<file path="src/verilog/asram_pkg.sv">
// Constants and carrier types for the async static RAM host controller.
// Assumes a single 40 MHz clock; all pin timing is derived from it.
package asram_pkg;

  // ==========================================================
  // Geometry
  localparam int ADDR_W = 15;
  localparam int DATA_W = 8;

  // ==========================================================
  // Clock and pin timing, nanoseconds as printed
  localparam int CLK_PERIOD_NS = 25;
  localparam int READ_CYCLE_NS_FAST = 85;
  localparam int READ_CYCLE_NS_SLOW = 100;
  localparam int ACCESS_NS_FAST = 85;
  localparam int ACCESS_NS_SLOW = 100;
  localparam int WRITE_CYCLE_NS_FAST = 85;
  localparam int WRITE_CYCLE_NS_SLOW = 100;
  localparam int WRITE_PULSE_NS_FAST = 60;
  localparam int WRITE_PULSE_NS_SLOW = 70;
  localparam int SELECT_TO_WRITE_END_NS_FAST = 65;
  localparam int SELECT_TO_WRITE_END_NS_SLOW = 90;
  localparam int DATA_SETUP_NS = 40;
  localparam int DESELECT_TO_RETENTION_NS = 0;

  // Least times round up to whole cycles, never below one
  function automatic int ns_to_cyc(input int ns);
    int c;
    c = (ns + CLK_PERIOD_NS - 1) / CLK_PERIOD_NS;
    return (c < 1) ? 1 : c;
  endfunction : ns_to_cyc

  function automatic int max3(input int a, input int b, input int c);
    int m;
    m = (a > b) ? a : b;
    return (m > c) ? m : c;
  endfunction : max3

  localparam int SYNC_STAGES = 3;
  localparam int CNT_W = 4;
  localparam logic [CNT_W-1:0] READ_CYCLE_CYC_FAST = CNT_W'(ns_to_cyc(READ_CYCLE_NS_FAST));
  localparam logic [CNT_W-1:0] READ_CYCLE_CYC_SLOW = CNT_W'(ns_to_cyc(READ_CYCLE_NS_SLOW));
  // Access wait plus the pin synchroniser depth
  localparam logic [CNT_W-1:0] READ_WAIT_CYC_FAST = CNT_W'(ns_to_cyc(ACCESS_NS_FAST) + SYNC_STAGES);
  localparam logic [CNT_W-1:0] READ_WAIT_CYC_SLOW = CNT_W'(ns_to_cyc(ACCESS_NS_SLOW) + SYNC_STAGES);
  // Strobe low time covers pulse width, select-to-end and cycle time less the write-end cycle
  localparam logic [CNT_W-1:0] WRITE_LOW_CYC_FAST = CNT_W'(max3(ns_to_cyc(WRITE_PULSE_NS_FAST),
    ns_to_cyc(SELECT_TO_WRITE_END_NS_FAST), ns_to_cyc(WRITE_CYCLE_NS_FAST) - 1));
  localparam logic [CNT_W-1:0] WRITE_LOW_CYC_SLOW = CNT_W'(max3(ns_to_cyc(WRITE_PULSE_NS_SLOW),
    ns_to_cyc(SELECT_TO_WRITE_END_NS_SLOW), ns_to_cyc(WRITE_CYCLE_NS_SLOW) - 1));
  localparam logic [CNT_W-1:0] SELECT_TO_WRITE_END_CYC_FAST = CNT_W'(ns_to_cyc(SELECT_TO_WRITE_END_NS_FAST));
  localparam logic [CNT_W-1:0] SELECT_TO_WRITE_END_CYC_SLOW = CNT_W'(ns_to_cyc(SELECT_TO_WRITE_END_NS_SLOW));
  localparam logic [CNT_W-1:0] DATA_SETUP_CYC = CNT_W'(ns_to_cyc(DATA_SETUP_NS));
  localparam logic [CNT_W-1:0] CNT_ZERO = 4'h0;
  localparam logic [CNT_W-1:0] CNT_ONE = 4'h1;

  // Pin levels after reset: deselected, read direction, bus released
  localparam logic PIN_CE_N_RST = 1'b1;
  localparam logic PIN_OE_N_RST = 1'b1;
  localparam logic PIN_RW_RST = 1'b1;

  // ==========================================================
  // Carriers
  typedef struct packed {
    logic [ADDR_W-1:0] word_address;
    logic chip_select_n;
    logic output_enable_n;
    logic read_write;
  } asram_pins_t;

  typedef struct packed {
    logic write;
    logic [ADDR_W-1:0] addr;
    logic [DATA_W-1:0] wdata;
  } asram_req_t;

  typedef enum logic [2:0] {
    ST_IDLE,
    ST_READ,
    ST_WRITE,
    ST_WRITE_END,
    ST_RETAIN,
    ST_RECOVER
  } asram_state_t;

endpackage : asram_pkg
</file>
<file path="src/verilog/asram_host.sv">
// Host controller driving a 32K x 8 asynchronous static RAM over its pins.
// Assumes the RAM pins are wired directly; the data bus is resolved outside.
// Operation
// RL1: The RAM holds 32,768 bytes, each picked by a 15-bit word address.
// RL2: With chip select high the RAM is in standby and its data lines float.
// RL3: During a read the host keeps read/write high while chip select and output enable are low.
// RL4: Chip select low with output enable and read/write high leaves the data lines floating.
// RL5: Chip select low with read/write low stores the data-line byte, output enable ignored.
// RL6: If chip select falls with or after read/write, the RAM never drives during that write.
// RL7: If chip select rises with or before read/write, the RAM outputs stay floating.
// RL8: Output enable high during any part of a write keeps the RAM outputs floating.
// RL9: Read data is valid within 45 ns (fast) or 50 ns (slow) after output enable falls.
// RL10: The host keeps chip select low at least 65 ns or 90 ns before a write ends.
// RL11: Old read data stays valid at least 10 ns after an address change.
// RL12: The host deselects the RAM no later than the start of supply reduction.
// RL13: After leaving retention the host waits one read cycle time before any access.
// RL14: Chip select both selects the RAM and governs retention entry and exit.
// RL15: A write lasts while chip select and read/write are both low and ends at the first rise.
`timescale 1ns/1ps
`default_nettype none

module asram_host
  #(
    parameter bit SLOW_GRADE = 1'b0
  )
  (
    input wire logic ref_clk_in,
    input wire logic sys_rst_in,
    // User side
    input wire logic req_valid_in,
    input wire asram_pkg::asram_req_t req_in,
    output logic req_ready_out,
    output logic [asram_pkg::DATA_W-1:0] rdata_out,
    output logic rdata_valid_out,
    input wire logic retain_in,
    output logic retained_out,
    // RAM pins
    output var asram_pkg::asram_pins_t pins_out,
    input wire logic [asram_pkg::DATA_W-1:0] data_lines_in,
    output logic [asram_pkg::DATA_W-1:0] data_lines_out,
    output logic data_lines_oe_n_out
  );
  import asram_pkg::*;

  // ==========================================================
  // Grade selection
  localparam logic [CNT_W-1:0] RD_WAIT = SLOW_GRADE ? READ_WAIT_CYC_SLOW : READ_WAIT_CYC_FAST;
  localparam logic [CNT_W-1:0] RD_CYCLE = SLOW_GRADE ? READ_CYCLE_CYC_SLOW : READ_CYCLE_CYC_FAST;
  localparam logic [CNT_W-1:0] WR_LOW = SLOW_GRADE ? WRITE_LOW_CYC_SLOW : WRITE_LOW_CYC_FAST; // [RL10]
  localparam logic [CNT_W-1:0] CW_MIN = SLOW_GRADE ? SELECT_TO_WRITE_END_CYC_SLOW : SELECT_TO_WRITE_END_CYC_FAST;

  asram_state_t state;
  asram_state_t next_state;
  logic [CNT_W-1:0] cnt;
  logic [CNT_W-1:0] next_cnt;
  logic [DATA_W-1:0] sync1;
  logic [DATA_W-1:0] sync2;
  logic [DATA_W-1:0] sync3;

  // ==========================================================
  // Data pin synchroniser; only stages two and three are compared
  always_ff @(posedge ref_clk_in or posedge sys_rst_in)
  begin
    if (sys_rst_in)
    begin
      sync1 <= '0;
      sync2 <= '0;
      sync3 <= '0;
    end
    else
    begin
      sync1 <= data_lines_in;
      sync2 <= sync1;
      sync3 <= sync2;
    end
  end

  // ==========================================================
  // Decode
  wire idle = (state == ST_IDLE);
  wire cnt_done = (cnt == CNT_ZERO);
  wire data_stable = (sync2 == sync3);
  wire take_req = idle && req_valid_in && !retain_in;
  wire enter_retain = idle && retain_in; // Retention wins over a pending access
  wire read_capture = (state == ST_READ) && cnt_done && data_stable;
  // Held address keeps previous data valid well past hold time [RL11]
  assign req_ready_out = idle && !retain_in;
  assign retained_out = (state == ST_RETAIN);

  // ==========================================================
  // Next state and counter
  always_comb
  begin
    next_state = state;
    next_cnt = cnt_done ? CNT_ZERO : cnt - CNT_ONE;
    case (state)
      ST_IDLE:
      begin
        if (enter_retain)
          next_state = ST_RETAIN; // Chip select already high here [RL12] [RL14]
        else if (take_req)
        begin
          next_state = req_in.write ? ST_WRITE : ST_READ;
          next_cnt = req_in.write ? WR_LOW - CNT_ONE : RD_WAIT - CNT_ONE;
        end
      end
      ST_READ:
      begin
        // Unstable bus sample gets one more cycle rather than a bad byte [RL9]
        if (read_capture)
          next_state = ST_IDLE;
      end
      ST_WRITE:
      begin
        if (cnt_done)
          next_state = ST_WRITE_END; // Both strobes rise together [RL15]
      end
      ST_WRITE_END:
        next_state = ST_IDLE;
      ST_RETAIN:
      begin
        if (!retain_in)
        begin
          next_state = ST_RECOVER;
          next_cnt = RD_CYCLE - CNT_ONE;
        end
      end
      ST_RECOVER:
      begin
        if (cnt_done)
          next_state = ST_IDLE; // One read cycle time before access [RL13]
      end
      default:
        next_state = ST_IDLE;
    endcase
  end

  // ==========================================================
  // State, pins and data registers
  always_ff @(posedge ref_clk_in or posedge sys_rst_in)
  begin
    if (sys_rst_in)
    begin
      state <= ST_IDLE;
      cnt <= CNT_ZERO;
      pins_out <= {{ADDR_W{1'b0}}, PIN_CE_N_RST, PIN_OE_N_RST, PIN_RW_RST};
      data_lines_out <= '0;
      data_lines_oe_n_out <= 1'b1;
      rdata_out <= '0;
      rdata_valid_out <= 1'b0;
    end
    else
    begin
      state <= next_state;
      cnt <= next_cnt;
      rdata_valid_out <= read_capture;
      if (read_capture)
        rdata_out <= sync3;
      if (take_req)
      begin
        pins_out.word_address <= req_in.addr; // 15-bit word address [RL1]
        data_lines_out <= req_in.wdata;
      end
      // Select and strobe levels follow the next state
      pins_out.chip_select_n <= !(next_state == ST_READ || next_state == ST_WRITE); // [RL2] [RL15]
      pins_out.output_enable_n <= !(next_state == ST_READ); // High through writes [RL8] [RL5]
      pins_out.read_write <= !(next_state == ST_WRITE); // Stays high in reads [RL3]
      // Data held through the rising strobes for zero hold time
      data_lines_oe_n_out <= !(next_state == ST_WRITE || next_state == ST_WRITE_END);
    end
  end

  // ==========================================================
  // Helper counters for checks
  logic [CNT_W-1:0] sel_low_cnt;
  logic [CNT_W-1:0] since_retain;
  always_ff @(posedge ref_clk_in or posedge sys_rst_in)
  begin
    if (sys_rst_in)
    begin
      sel_low_cnt <= CNT_ZERO;
      since_retain <= 4'hf;
    end
    else
    begin
      sel_low_cnt <= pins_out.chip_select_n ? CNT_ZERO :
        ((sel_low_cnt == 4'hf) ? sel_low_cnt : sel_low_cnt + CNT_ONE);
      since_retain <= retained_out ? CNT_ZERO :
        ((since_retain == 4'hf) ? since_retain : since_retain + CNT_ONE);
    end
  end

  // ==========================================================
  // Assertions
  chk_read_rw_high: assert property (@(posedge ref_clk_in) disable iff (sys_rst_in) // [RL3]
    (!pins_out.chip_select_n && !pins_out.output_enable_n) |-> pins_out.read_write)
    else $error("read/write low while reading");

  chk_no_bus_fight: assert property (@(posedge ref_clk_in) disable iff (sys_rst_in) // [RL8]
    !pins_out.output_enable_n |-> data_lines_oe_n_out)
    else $error("host drives data while RAM output enabled");

  chk_write_select_len: assert property (@(posedge ref_clk_in) disable iff (sys_rst_in) // [RL10]
    ($rose(pins_out.chip_select_n) && !$past(pins_out.read_write)) |-> ($past(sel_low_cnt) >= CW_MIN - CNT_ONE))
    else $error("chip select low too short before write end");

  chk_write_end_joint: assert property (@(posedge ref_clk_in) disable iff (sys_rst_in) // [RL15]
    $rose(pins_out.read_write) |-> $rose(pins_out.chip_select_n) ##1 data_lines_oe_n_out)
    else $error("write strobes did not end together");

  chk_retain_deselect: assert property (@(posedge ref_clk_in) disable iff (sys_rst_in) // [RL12]
    retained_out |-> pins_out.chip_select_n)
    else $error("selected during retention");

  chk_recover_wait: assert property (@(posedge ref_clk_in) disable iff (sys_rst_in) // [RL13]
    $fell(pins_out.chip_select_n) |-> (since_retain > RD_CYCLE))
    else $error("access too soon after retention");

  chk_read_answer: assert property (@(posedge ref_clk_in) disable iff (sys_rst_in) // [RL9]
    (take_req && !req_in.write) |-> ##[7:12] rdata_valid_out)
    else $error("read answer out of window");

  chk_write_oe_high: assert property (@(posedge ref_clk_in) disable iff (sys_rst_in) // [RL8]
    !pins_out.read_write |-> pins_out.output_enable_n)
    else $error("output enable low during write");

endmodule : asram_host

`default_nettype wire

</file>
<file path="config.mk">
export PLATFORM = sky130hd
export DESIGN_NAME = asram_host
export DESIGN_NICKNAME = d
export VERILOG_FILES = /design/src/verilog/asram_pkg.sv /design/src/verilog/asram_host.sv
export SDC_FILE = /design/constraint.sdc
export NUM_CORES = 1
export LEC_CHECK = 0
export ABC_AREA = 1
export BUFFER_PORTS_ARGS = -buffer_cell sky130_fd_sc_hd__buf_2
export CORE_ASPECT_RATIO = 0.8
export CORE_UTILIZATION = 53
export DETAILED_ROUTE_END_ITERATION = 16
export GPL_TIMING_DRIVEN = 0
export PLACE_DENSITY = 0.86
export SYNTH_ARGS = -nofsm -noshare
export SYNTH_HDL_FRONTEND = slang
export SYNTH_SLANG_ARGS = --single-unit
</file>
<file path="constraint.sdc">
create_clock -name ref_clk_in -period 3.1 [get_ports ref_clk_in]
set_input_delay 0.31 -clock ref_clk_in [delete_from_list [all_inputs] [get_ports ref_clk_in]]
set_output_delay 0.31 -clock ref_clk_in [all_outputs]
set_load 0.1 [all_outputs]
</file>
==> results of run 1 <==
how the worst max path moves through the flow:
stage               start                 to  slack (ps)
2_1_floorplan    state[0]        pins_out[2]         680
3_3_place_gp   sys_rst_in  data_lines_out[3]         440
3_5_place_dp     state[0]      req_ready_out        1610
4_1_cts          state[0]      req_ready_out        1230
5_1_grt          state[0]      req_ready_out        1180
6_report         state[0]      req_ready_out        1250
state kept, by name, indices dropped and copies added, names as in the netlist:
| name | flops |
|---|---|
| pins_out | 18 |
| data_lines_out | 8 |
| rdata_out | 8 |
| sync1 | 8 |
| sync2 | 8 |
| sync3 | 8 |
| cnt | 4 |
| state | 3 |
| data_lines_oe_n_out | 1 |
| rdata_valid_out | 1 |
cells by family (layout without fill, tap and decap cells):
logic type / after synthesis / in the layout / share of synthesized area, %
xor gates and xnor gates: 2 / 2 / 0.671
buffers and inverters: 35 / 125 / 6.28
and+or+nand+nor: 144 / 144 / 23.7
DFF: 67 / 67 / 64.4
AOI/OAI and AO/OA: 17 / 17 / 4.89
cells in the mapped netlist (3+ instances only):
library cell and count:
dfrtp_1 63, o21ai_0 5, nor2_1 8, buf_6 4, o21ai_2 8, inv_2 9, nand3_1 7, inv_1 20
dfstp_2 4, nand2_1 115, nor2_2 3
routing by layer:
layer  GRT usage (%)  up-vias  wire (um)
met5               0        -          0
met4            4.69        0         33
met3            9.01        6        253
met2            31.8       53       2290
met1            29.1      912       2280
li1                -      973          -
power by group:
part	total, mW	internal [mW]	switching [mW]
sequential	1.21	1.09	0.126
clock	0.713	0.393	0.320
combinational	1.88	0.295	1.58
total	3.80	1.78	2.03
final cells by class:
| class | instances | share of cell area [%] |
|---|---|---|
| Buffer | 6 | 1.68 |
| Clock buffer | 10 | 4.20 |
| Clock inverter | 6 | 1.99 |
| Inverter | 29 | 3.33 |
| Multi-Input combinational cell | 163 | 23.4 |
| Sequential cell | 67 | 51.4 |
| Tap cell | 60 | 2.29 |
| Timing Repair Buffer | 74 | 11.8 |
critical path, delay by kind of cell, from the launching register on:
family / cells / cell delay [ps]
buffers and inverters: 1 / 450
flip-flops: 1 / 440
AND/OR/NAND/NOR: 3 / 320
==> flow_summary.ini, run 1 <==
[outcome]
status = finished clean

[timing]
post-route-period-util_pct = 59.8
setup_violations = 0
tns_ps = 0
whs_ps = 16.5
drv_slew = 0
rsz0062_at_grt = false
final_hold_viol_count = 0
skew_ps = 7.50
relSlewSlack_pct = 63.1
worst_pin_slew_ps = 553
fin_ws_ps = 1250
layout_min_cycle_time_ps = 1850
timing.fmax_ghz = 0.539

[clocking]
cts.sinks = 67
cts_buffers = 9
clk_latency_ps = 330
path_clk_slew_ps = 70
cts_setup_buffers = 0
cts_buffer_depth = 2
cts_tree = built
postCtsResizedCells = 0
cts_max_level = 3
ctsHoldBuffers = 0
clockRootBuffer = clkbuf_8

[finish]
layout_common_cells = nand2_1 (115), buf_2 (75), dfrtp_1 (63)
regArea_um2 = 1680
final_common_cell = nand2_1
multi_input_area_um2 = 764
instances_no_fill = 415
drive_gt1_share_pct = 36.3
diodes = 0
post-route-util_pct = 70.4
final_area_um2 = 3270
final_nets = 386
area_growth_pct = 25.4
fillers = 363

[hold_path]
hold_path.class = input pin to asynchronous set/reset pin

[global_route]
grt.overflow.total = 0
track_usage_pct = 21.3
grt_pass1_vias = 1865
grt_first_pass_wirelength_um = 8110
grt_antenna_before_repair = 0
grt_max_degree = 42

[floorplan]
fp.dieArea_um2 = 5210
die_h_um = 64.8
pin_count = 74
start_util_pct = 56.1
rows = 22
die_w_um = 80.5
core_area_um2 = 4650

[placed_design]
globalplace.congestion = 0.836
dp.cells = 399
postPlaceCellArea_um2 = 3070
dpl_worst_slack_ps = 1610
port-buffer-count = 73
dp_hpwl_um = 3560

[routing]
wl_um = 4860
vias_per_cell = 4.68
num_vias = 1944
drcViolationCount = 0
routedWlPerCell_um = 11.7
drtIter0Drc = 60
first_pass_iters = 5
detail-route-antenna-nets = 0

[setup_path]
cp_data_required_time_ps = 2790
end_kind = output pin
r2r.worst_path.cells = 9
r2r_end = rdata_out[1]
cp-start-kind = flop
r2r_slack_ps = 1610
slowest_delay_ps = 450
cp_max_fo = 5
path_class = flop to output pin
slowest_stage = buf_2
timing.rr.start = sync2[6]
crit_chain = nor2_2, nand2_2, nor2_4, buf_2
cp.arrival_ps = 1540

[synthesis]
ys_warn_count = 0
postSynthAreaPerCell_um2 = 9.85
synthFlopType = dfrtp_1
yosysTopAreaCell = dfrtp_1
synth_cell_types = 26
synth_nets = 301
ys_async_sr_fraction_pct = 100
syn_area_um2 = 2610
synth_top_area_share_pct = 60.4
yosysSeqAreaShare_pct = 64.4
synth-edff-count = 0
synth.area.top_cells = dfrtp_1 (60%), nand2_1 (17%), dfstp_2 (4.0%)
syn_inst = 265
synth_seq_cells = 67

[pwr]
p_per_area_nw_per_um2 = 1160
finalPower_mw = 3.80
leakage_nw = 1.84
vdd_drop_max_uv = 994

[job]
drv_cap = 0
(Power assumes the default switching activity.)
==> inputs of run 2 (changes only) <==
Settings changed: CORE_UTILIZATION 53 to 46, PLACE_DENSITY 0.86 to 0.8.
Clock period 3.1 ns to 1.5 ns, I/O delays scaled along.
==> run 2 against run 1 <==
  * Via count is 5.2% higher
  * Flip-flop and latch count stayed put
  * Critical path type unchanged
  * Critical endpoint unchanged
  * Largest power group unchanged
  * Total power grew 110%
  * Clock power rose by 100%
==> flow_summary.ini, run 2 (synthesis results as in run 1) <==
[pwr]
power.net_switching_mw = 4.19
combPwrFrac_pct = 50.3
p_per_area_nw_per_um2 = 2200
p_sw_share_pct = 52.5
internal_power_mw = 3.79
leakage_nw = 1.96
clockPowerShare_pct = 18.2
vdd_drop_max_uv = 1950
seqPwrFrac_pct = 31.5

[setup_path]
slowest_delay_ps = 450
cp_top_family = flip-flops
cp_num_buf_inv = 1
cp.arrival_ps = 1320
path_class = flop to output pin
cp_data_required_time_ps = 1350
timing.rr.start = state[0]
crit_chain = nor2_4, nand2_2, nor2_4, buf_12
cp-start-kind = flop
cp_max_fo = 4
slowest_stage = dfrtp_2
cp-startpoint = state[0]
crit_top_cell = nor2_4
end_kind = output pin

[finish]
final_common_cell = nand2_1
regMostFlops = pins_out
drive_gt1_share_pct = 35.4
final_nets = 415
layout_common_cells = nand2_1 (114), buf_2 (71), dfrtp_1 (61)
fillers = 450
area_growth_pct = 38.8
final_area_um2 = 3620
diodes = 0
post-route-util_pct = 66.3
largest_reg_flops = 18

[hold_path]
hp-start = req_in[8]
hold_path.class = input pin to flop

[job]
drv_cap = 0

[floorplan]
die_h_um = 69.4
die_w_um = 86.2
fp.dieArea_um2 = 5980
core_area_um2 = 5470
pin_count = 74
start_util_pct = 47.8
rows = 24

[timing]
whs_ps = 17.1
worst_pin_slew_ps = 726
relSlewSlack_pct = 51.5
layout_min_cycle_time_ps = 1470
fin_ws_ps = 26.8
rsz0062_at_grt = true
final_hold_viol_count = 0
tns_ps = 0
post-route-period-util_pct = 98.2
drv_slew = 0
timing.fmax_ghz = 0.679
setup_violations = 0
skew_ps = 8.77

[outcome]
status = finished clean

[clocking]
path_clk_slew_ps = 70
cts.sinks = 67
clockRootBuffer = clkbuf_8
cts_tree = built
cts_buffers = 9
clk_latency_ps = 340
cts_max_level = 3
cts_buffer_depth = 2

[global_route]
grt_antenna_before_repair = 0
grt_first_pass_wirelength_um = 8290
grt_pass1_vias = 1872
grt_max_degree = 68
track_usage_pct = 18.6
grt.overflow.total = 0

[routing]
routedWlPerCell_um = 10.9
num_vias = 2045
vias_per_cell = 4.43
wl_um = 5050
drcViolationCount = 0
detail-route-antenna-nets = 0
first_pass_iters = 4
drtIter0Drc = 98

[placed_design]
dpl_worst_slack_ps = 33.7
globalplace.congestion = 0.781
postPlaceCellArea_um2 = 3090
dp_hpwl_um = 3290
port-buffer-count = 73
==> run 2: tightest hold or removal path, delay by kind of cell <==
kind | cells | cell delay [ps]
AND/OR/NAND/NOR | 2 | 100
buffers and inverters | 1 | 80
==> run 2: power groups by stage <==
| stage | Combinational [mW] | Clock (mW) | Sequential [mW] |
|---|---|---|---|
| global placement | 3.82 | 0 | 2.52 |
| floorplan | 0.987 | 0 | 4.82 |
| finish | 4.01 | 1.45 | 2.51 |
| CTS | 3.96 | 1.50 | 2.51 |
| global route | 4.22 | 1.57 | 2.57 |
| detailed placement | 3.88 | 0 | 2.53 |
==> run 2: final timing paths <==
check / slack (ps) / cells past startpoint / to
worst max-delay path: 30 / 4 / req_ready_out
min in group asynchronous: 490 / 3 / data_lines_out[0]
worst min register to register: 350 / 0 / sync2[4]
worst min-delay path: 20 / 3 / pins_out[3]
max in group asynchronous: 350 / 4 / pins_out[1]
worst max register to register: 80 / 8 / data_lines_out[5]
==> run 2: area by class of cell <==
class | instances | area (um^2) | share of cell area, %
Inverter | 29 | 113 | 3.11
Tap cell | 78 | 97.6 | 2.69
Buffer | 6 | 60.1 | 1.66
Sequential cell | 67 | 1680 | 46.5
Clock buffer | 11 | 141 | 3.90
Timing Repair Buffer | 103 | 689 | 19.0
Multi-Input combinational cell | 163 | 786 | 21.7
Clock inverter | 5 | 52.6 | 1.45
==> run 2: stage by stage <==
step	cells	power, mW
detailed placement	416	6.40
CTS	457	7.97
global placement	416	6.34
finish	462	7.98
global route	462	8.36
floorplan	265	5.81
==> run 2: layer usage <==
layer | GRT usage, % | vias up | wire length, um
met2 | 28.8 | 67 | 2400
li1 | - | 1035 | -
met5 | 0 | - | 0
met4 | 7.41 | 0 | 96
met1 | 23.4 | 933 | 2270
met3 | 7.50 | 10 | 281
==> run 2: repair_timing <==
item	in CTS	in global routing
pin swaps	0	3
hold buffers	25	1
gates resized for setup	5	7
hold endpoints to repair	25	31
setup endpoints to repair	2	21
buffers inserted	0	3
